**config.mk**
```make
export PLATFORM = sky130hd
export DESIGN_NAME = litd_regs
export DESIGN_NICKNAME = d
export VERILOG_FILES = /design/src/litd_pkg.sv /design/src/litd_regs.sv /design/src/litd_tick.sv
export SDC_FILE = /design/constraint.sdc
export NUM_CORES = 1
export LEC_CHECK = 0
export BUFFER_PORTS_ARGS = -buffer_cell sky130_fd_sc_hd__clkbuf_2
export CAP_MARGIN = 10
export CORE_MARGIN = 2
export CORE_UTILIZATION = 58
export DETAILED_ROUTE_END_ITERATION = 8
export PLACE_DENSITY = 0.88
export SETUP_SLACK_MARGIN = 0.15
export SYNTH_ARGS = -nofsm -noshare
export SYNTH_HDL_FRONTEND = slang
export SYNTH_SLANG_ARGS = --single-unit
export TNS_END_PERCENT = 1
```
**constraint.sdc**
```tcl
create_clock -name clk -period 2 [get_ports clk]
set_input_delay 0.2 -clock clk [delete_from_list [all_inputs] [get_ports clk]]
set_output_delay 0.2 -clock clk [all_outputs]
set_load 0.05 [all_outputs]
```
**src/litd_pkg.sv**
```systemverilog
// constants for the lane input termination / receiver-detect register block
// assumes a 100 MHz core clock and a byte-wide internal register port
package litd_pkg;
    // register offsets
    localparam logic [7:0] ADDR_RX_DETECT_CTRL = 8'h0e;
    localparam logic [7:0] ADDR_EQ_LEVEL = 8'h0f;
    localparam logic [7:0] ADDR_RSVD_AFTER_EQ = 8'h10;
    localparam logic [7:0] ADDR_RSVD_A = 8'h11;
    localparam logic [7:0] ADDR_RSVD_B = 8'h12;
    // field layout of the detect control register
    localparam int MODE_LSB = 2;
    localparam int MODE_MSB = 3;
    // reset values
    localparam logic [1:0] RST_DETECT_MODE = 2'h0;
    localparam logic [7:0] RST_EQ_LEVEL = 8'h2f;
    localparam logic [7:0] RST_RSVD_AFTER_EQ = 8'had;
    localparam logic [7:0] RST_RSVD_A = 8'h02;
    localparam logic [7:0] RST_RSVD_B = 8'h00;
    // mode codes
    localparam logic [1:0] MODE_HIZ = 2'h0;
    localparam logic [1:0] MODE_AUTO_BOUNDED = 2'h1;
    localparam logic [1:0] MODE_AUTO_UNBOUNDED = 2'h2;
    localparam logic [1:0] MODE_FIXED_50 = 2'h3;
    // timing
    localparam int CLK_PERIOD_NS = 10;
    localparam int DETECT_INTERVAL_MS = 12;
    localparam int DETECT_WINDOW_MS = 600;
    localparam int INTERVAL_CYCLES =
        DETECT_INTERVAL_MS * 1000000 / CLK_PERIOD_NS;
    localparam logic [5:0] MAX_ATTEMPTS =
        6'(DETECT_WINDOW_MS / DETECT_INTERVAL_MS);
    localparam int TICK_W = 21;
    typedef enum logic [2:0] {
        st_hiz, st_fixed, st_testing, st_detected, st_gave_up
    } litd_state_e;
endpackage : litd_pkg

```
**src/litd_regs.sv**
```systemverilog
// receiver-detect / termination control and equalizer level registers for
// one input lane, with the automatic detection sequencer.
// assumes a byte-wide register port driven on clk by the serial management
// logic; the override bit lives in another register and arrives as a level.
`timescale 1ns/1ps
`default_nettype none
module litd_regs
    import litd_pkg::*;
#(
    parameter logic [TICK_W-1:0] INTERVAL = TICK_W'(INTERVAL_CYCLES)
) (
    input wire logic clk, // core clock, 100 MHz
    input wire logic rstn, // async reset, active low
    input wire logic [7:0] reg_addr, // register offset
    input wire logic reg_wr_en, // write strobe
    input wire logic [7:0] reg_wr_data, // write data
    input wire logic reg_rd_en, // read strobe
    output logic [7:0] reg_rd_data, // read data, one cycle after strobe
    input wire logic detect_pin_override, // override bit level
    input wire logic [1:0] receiver_detect_pin, // pin-selected mode, async
    input wire logic rx_present, // far receiver sensed, async
    output logic detect_test_pulse, // start one detection test
    output logic term_50ohm, // 1 = 50 ohm, 0 = hi-z
    output logic [7:0] equalizer_level // equalizer setting
);
    logic [1:0] receiver_detect_mode;
    logic [7:0] rsvd_after_eq;
    logic [7:0] rsvd_a;
    logic [7:0] rsvd_b;
    logic [1:0] pin_meta;
    logic [1:0] pin_sync;
    logic rx_meta;
    logic rx_sync;
    logic [1:0] eff_mode;
    logic [1:0] mode_prev;
    logic mode_change;
    logic tick;
    logic [5:0] attempts;
    logic bounded_done;
    litd_state_e state;
    litd_state_e next_state;
    logic next_test;

    // register writes
    always_ff @(posedge clk or negedge rstn) begin
        if (!rstn) begin
            receiver_detect_mode <= RST_DETECT_MODE;
            equalizer_level <= RST_EQ_LEVEL;
            rsvd_after_eq <= RST_RSVD_AFTER_EQ;
            rsvd_a <= RST_RSVD_A;
            rsvd_b <= RST_RSVD_B;
        end else if (reg_wr_en) begin
            if (reg_addr == ADDR_RX_DETECT_CTRL) begin
                receiver_detect_mode <= reg_wr_data[MODE_MSB:MODE_LSB];
            end else if (reg_addr == ADDR_EQ_LEVEL) begin
                equalizer_level <= reg_wr_data;
            end else if (reg_addr == ADDR_RSVD_AFTER_EQ) begin
                rsvd_after_eq <= reg_wr_data;
            end else if (reg_addr == ADDR_RSVD_A) begin
                rsvd_a <= reg_wr_data;
            end else if (reg_addr == ADDR_RSVD_B) begin
                rsvd_b <= reg_wr_data;
            end
        end
    end

    // register reads; unused bits and unmapped offsets read zero
    always_ff @(posedge clk or negedge rstn) begin
        if (!rstn) begin
            reg_rd_data <= 8'h00;
        end else if (reg_rd_en) begin
            if (reg_addr == ADDR_RX_DETECT_CTRL) begin
                reg_rd_data <= {4'h0, receiver_detect_mode, 2'h0};
            end else if (reg_addr == ADDR_EQ_LEVEL) begin
                reg_rd_data <= equalizer_level;
            end else if (reg_addr == ADDR_RSVD_AFTER_EQ) begin
                reg_rd_data <= rsvd_after_eq;
            end else if (reg_addr == ADDR_RSVD_A) begin
                reg_rd_data <= rsvd_a;
            end else if (reg_addr == ADDR_RSVD_B) begin
                reg_rd_data <= rsvd_b;
            end else begin
                reg_rd_data <= 8'h00;
            end
        end
    end

    // pin and analog sense inputs come from outside the clock domain
    always_ff @(posedge clk or negedge rstn) begin
        if (!rstn) begin
            pin_meta <= 2'h0;
            pin_sync <= 2'h0;
            rx_meta <= 1'b0;
            rx_sync <= 1'b0;
        end else begin
            pin_meta <= receiver_detect_pin;
            pin_sync <= pin_meta;
            rx_meta <= rx_present;
            rx_sync <= rx_meta;
        end
    end

    // register field only counts while pin control is blocked
    assign eff_mode = detect_pin_override ? receiver_detect_mode
                                          : pin_sync;
    assign mode_change = (eff_mode != mode_prev);
    assign bounded_done = (mode_prev == MODE_AUTO_BOUNDED) &&
                          (attempts == MAX_ATTEMPTS);

    litd_tick #(
        .PERIOD_CYCLES(INTERVAL)
    ) u_tick (
        .clk(clk),
        .rstn(rstn),
        .tick(tick)
    );

    always_comb begin
        next_state = state;
        if (mode_change) begin
            case (eff_mode)
                MODE_HIZ: next_state = st_hiz;
                MODE_FIXED_50: next_state = st_fixed;
                default: next_state = st_testing;
            endcase
        end else if (state == st_testing) begin
            if (rx_sync) begin
                next_state = st_detected;
            end else if (tick && bounded_done) begin
                next_state = st_gave_up;
            end
        end
    end

    // a fresh test only when no result has come and the budget allows
    assign next_test = !mode_change && (state == st_testing) && tick &&
                       !rx_sync && !bounded_done;

    always_ff @(posedge clk or negedge rstn) begin
        if (!rstn) begin
            state <= st_hiz;
            mode_prev <= RST_DETECT_MODE;
        end else begin
            state <= next_state;
            mode_prev <= eff_mode;
        end
    end

    // attempt counter saturates at the cap; unbounded mode ignores it
    always_ff @(posedge clk or negedge rstn) begin
        if (!rstn) begin
            attempts <= 6'h00;
            detect_test_pulse <= 1'b0;
        end else begin
            detect_test_pulse <= next_test;
            if (mode_change) begin
                attempts <= 6'h00;
            end else if (next_test && attempts != MAX_ATTEMPTS) begin
                attempts <= attempts + 6'h01;
            end
        end
    end

    assign term_50ohm = (state == st_detected) || (state == st_fixed);
endmodule : litd_regs
`default_nettype wire

```
**src/litd_tick.sv**
```systemverilog
// free-running interval timer: one-cycle tick every period_cycles clocks
// assumes period_cycles fits in the counter width of the package
`timescale 1ns/1ps
`default_nettype none
module litd_tick
    import litd_pkg::*;
#(
    parameter logic [TICK_W-1:0] PERIOD_CYCLES = TICK_W'(INTERVAL_CYCLES)
) (
    input wire logic clk, // core clock
    input wire logic rstn, // async reset, active low
    output logic tick // one-cycle pulse per interval
);
    logic [TICK_W-1:0] cnt;

    // free-running so the interval needs no restart handshake
    always_ff @(posedge clk or negedge rstn) begin
        if (!rstn) begin
            cnt <= '0;
            tick <= 1'b0;
        end else if (cnt == PERIOD_CYCLES - TICK_W'(1)) begin
            cnt <= '0;
            tick <= 1'b1;
        end else begin
            cnt <= cnt + TICK_W'(1);
            tick <= 1'b0;
        end
    end
endmodule : litd_tick
`default_nettype wire

```
==> key figures <==
Timing
  • Tmin final: 1.76 ns
  • RSZ-0062 raised after global routing: false
  • Slew Viols, Final: 0
  • Fmax: 0.568 GHz
  • Final setup fails: 0
  • Slew margin rel.: 67.3%
  • Clk_skew: 0.00905 ns
  • TNS Setup: 0 ns
  • Final worst-path cycle share: 88.0%
  • PnR worst setup slack: 0.241 ns
  • Final Hold Viols: 0
  • Worst-Margin Slew: 0.491 ns

Synth
  • Number of synthesized register bits: 82
  • Sequential share of the synthesized area: 53.9%
  • Mapped cell area: 3830 sq um
  • Number of flops mapped to enable cells by yosys: 0
  • Synth Net Count: 368
  • Synthesis Warnings: 0
  • Cell variety after synth: 48
  • Async S/R FF share, synth: 100%
  • Synth Area per Inst: 11.3 sq um
  • Mapped Cells: 340
  • Main synth FF type: dfrtp_1

Floorplan
  • Die area: 7270 sq um
  • Die Y: 85.3 um
  • Die Wd: 85.3 um
  • Core ar.: 6390 sq um
  • Initial Utilization: 60.0%
  • # IOs: 42
  • Row count: 29

GRT
  • Tot GR Track Use: 24.2%
  • Vias in the first global route: 2886
  • Largest net degree at the start of global routing: 47
  • Wire length of the first global-routing pass: 13.7 mm
  • GRT overflow: 0
  • Number of antenna violations at the first check in global routing: 0

Min path
  • HP Class: primary input to flop
  • Hold Path Cell Cnt: 2

Outcome
  • Outcome: completed

Layout
  • Final Instance Area: 4420 sq um
  • Synth-to-layout area growth: 15.4%
  • # diodes: 0
  • Share of layout cells above drive strength 1: 31.8%
  • Fill count: 460
  • Nets: 423

Placement
  • Detail Placement HPWL: 5.50 mm
  • Post-DP Area: 4190 sq um
  • Port Buffers: 41
  • Dpl ws: 0.115 ns
  • Gpl congestion: 0.827

Setup path
  • WP data arrival: 2.04 ns
  • Critical Path RT: 2.28 ns
  • R2R Path End: u_tick.cnt[17]$_DFF_PN0_
  • Critical Path Source: u_tick.cnt[2]$_DFF_PN0_
  • Crit path kind: flop to flop
  • Worst r2r src: u_tick.cnt[2]$_DFF_PN0_
  • Critical path fanouts, max: 6
  • Reg2reg path depth: 4
  • Crit path to: u_tick.cnt[17]$_DFF_PN0_
  • Nature of the critical path endpoint: flop
  • R2R setup slack: 0.24 ns
  • Element type at the critical path start: flop

Job
  • MaxCap Viol Count: 0

Clock network
  • CTS root buf: clkbuf_8
  • Worst-skew pair later-pin latency: 0.36 ns
  • Num CTS Buffers: 9
  • CTS tree: done
  • Htree depth: 3
  • Bufs on Longest Clock Path: 2
  • Sink Count: 82
  • CTS clk-pin slew, worst paths: 0.08 ns

Routing
  • Initial detailed-routing violation count: 269
  • Post-detailed-route DRC marker count: 0
  • Post-route ant nets: 0
  • Pre-Repair DR Iteration Count: 4
  • Via density: 6.12
  • Routed WL: 7.99 mm
  • Post-DR wirelength/cell: 16.7 um
  • Via Count: 2921

Power and ir drop
  • Leak: 1.98 nW
  • Peak supply drop: 0.604 mV
  • Power Dens Cells: 733 nW/um^2
-- cell usage in the layout, fill, tap and decap left out, types with 2 or more instances in the layout --
master / count
clkinvlp_4: 2
and3_1: 2
buf_4: 13
dfstp_2: 11
nand2b_1: 8
nor3_1: 11
mux2_2: 37
nand3_1: 13
clkbuf_2: 40
nor4_1: 4
a31oi_1: 9
nand3_2: 2
xor2_1: 10
clkbuf_1: 2
dlygate4sd3_1: 4
ha_1: 4
a21oi_1: 4
nor2_1: 27
and4_1: 2
nor2b_1: 3
a311oi_1: 6
clkinv_2: 2
clkbuf_8: 9
o21ai_0: 15
or4_1: 3
nor4bb_1: 3
nand2_1: 23
a32oi_1: 2
or3_1: 2
nand4_1: 6
nand4b_1: 2
dfrtp_1: 71
xnor2_1: 13
o31ai_1: 4
inv_1: 12
-- power breakdown --
group / switching [mW] / internal [mW]
Combinational: 0.214 / 0.111
Clock: 0.579 / 0.573
Sequential: 0.0380 / 1.72
-- per-stage QoR --
| stage | hold WS [ns] | util [%] | total power [mW] | cells |
|---|---|---|---|---|
| global placement | 0.184 | 65.5 | 2.09 | 457 |
| floorplan | -0.0956 | - | 1.98 | 340 |
| global route | 0.120 | 69.2 | 3.38 | 477 |
| CTS | 0.118 | 69.1 | 3.25 | 477 |
| detailed placement | 0.193 | 65.5 | 2.11 | 457 |
| finish | 0.123 | 69.2 | 3.24 | 477 |
-- per-layer routing --
layer / vias to the layer above / routed length, um / part of all wire (%) / GRT usage [%]
met5: - / 0 / 0 / 0
met2: 97 / 4030 / 51 / 37.1
met3: 21 / 408 / 5.1 / 7.10
met4: 0 / 246 / 3.1 / 11.0
li1: 1337 / - / - / -
met1: 1466 / 3300 / 41 / 32.0
-- critical path, stage by stage, from the launching register on --
cell	delay, ns
dfrtp_1	0.45
nand3_2	0.11
or4_1	0.56
or4_1	0.42
a21oi_1	0.15
-- cell usage after synthesis (2+ instances only) --
library cell   n  area [sq um]
a32oi_1        2          17.5
nor2_1        27           101
and3_1         2          12.5
and4_1         2          17.5
buf_1          2          7.51
xnor2_1       13           114
nand3_2        2          20.0
nand4b_1       2          17.5
mux2_2        37           417
ha_1           4          50.1
dfstp_2       11           289
a21oi_1        4          20.0
a311oi_1       7          61.3
or4_1          3          22.5
dfrtp_1       71          1780
inv_1         12          45.0
or3_1          2          12.5
nand3_1       13          65.1
buf_2          2          10.0
nor4_1         4          25.0
o21ai_0       15          75.1
nor3_1        11          55.1
xor2_1        10          87.6
nand4_1        6          37.5
nand2b_1       8          50.1
o31ai_1        4          30.0
clkbuf_1       9          33.8
nor4bb_1       3          30.0
nand2_1       23          86.3
a31oi_1        9          56.3
nor2b_1        3          18.8
-- worst min path at each step --
stage              startpoint                        endpoint  slack, ns
5_1_grt        reg_wr_data[6]  equalizer_level[6]$_DFFE_PN0P_       0.12
6_report       reg_wr_data[6]    rsvd_after_eq[6]$_DFFE_PN0P_       0.12
3_3_place_gp             rstn  equalizer_level[6]$_DFFE_PN0P_       0.18
2_1_floorplan            rstn         attempts[0]$_DFFE_PN0P_       -0.1
3_5_place_dp             rstn  equalizer_level[6]$_DFFE_PN0P_       0.19
4_1_cts        reg_wr_data[7]           rsvd_b[7]$_DFFE_PN0P_       0.12
-- cell families after synthesis --
logic type / after synthesis / share of synthesized area [%]
AND/OR/NAND/NOR: 121 / 17.6
flip-flops: 82 / 53.9
AO/OA/AOI/OAI: 46 / 8.00
multiplexers: 37 / 10.9
buffers and inverters: 27 / 3.01
XOR/XNOR: 23 / 5.26
adder cells (fa/ha/maj): 4 / 1.31
-- sequential cells by signal (all words and copies together), names as in the netlist --
| signal | count |
|---|---|
| rsvd_b | 8 |
| pin_meta | 2 |
| mode_prev | 2 |
| detect_test_pulse | 1 |
| pin_sync | 2 |
| equalizer_level | 8 |
| u_tick.tick | 1 |
| rsvd_a | 8 |
| state | 3 |
| rsvd_after_eq | 8 |
| receiver_detect_mode | 2 |
| rx_sync | 1 |
| reg_rd_data | 8 |
| attempts | 6 |
| rx_meta | 1 |
| u_tick.cnt | 21 |
-- area by class of cell --
| class | count | area (sq um) | share of cell area, % |
|---|---|---|---|
| Timing Repair Buffer | 58 | 358 | 8.10 |
| Clock inverter | 5 | 55.1 | 1.25 |
| Tap cell | 77 | 96.3 | 2.18 |
| Sequential cell | 82 | 2070 | 46.8 |
| Multi-Input combinational cell | 231 | 1660 | 37.5 |
| Inverter | 13 | 56.3 | 1.27 |
| Clock buffer | 11 | 131 | 2.97 |
-- repair_timing --
item | CTS | global route
endpoints found under the setup margin | 0 | 2
hold buffers | 4 | 0
resized for setup | 0 | 1
endpoints found under the hold margin | 32 | 0
setup buffers | 0 | 0
(Power assumes the default switching activity.)
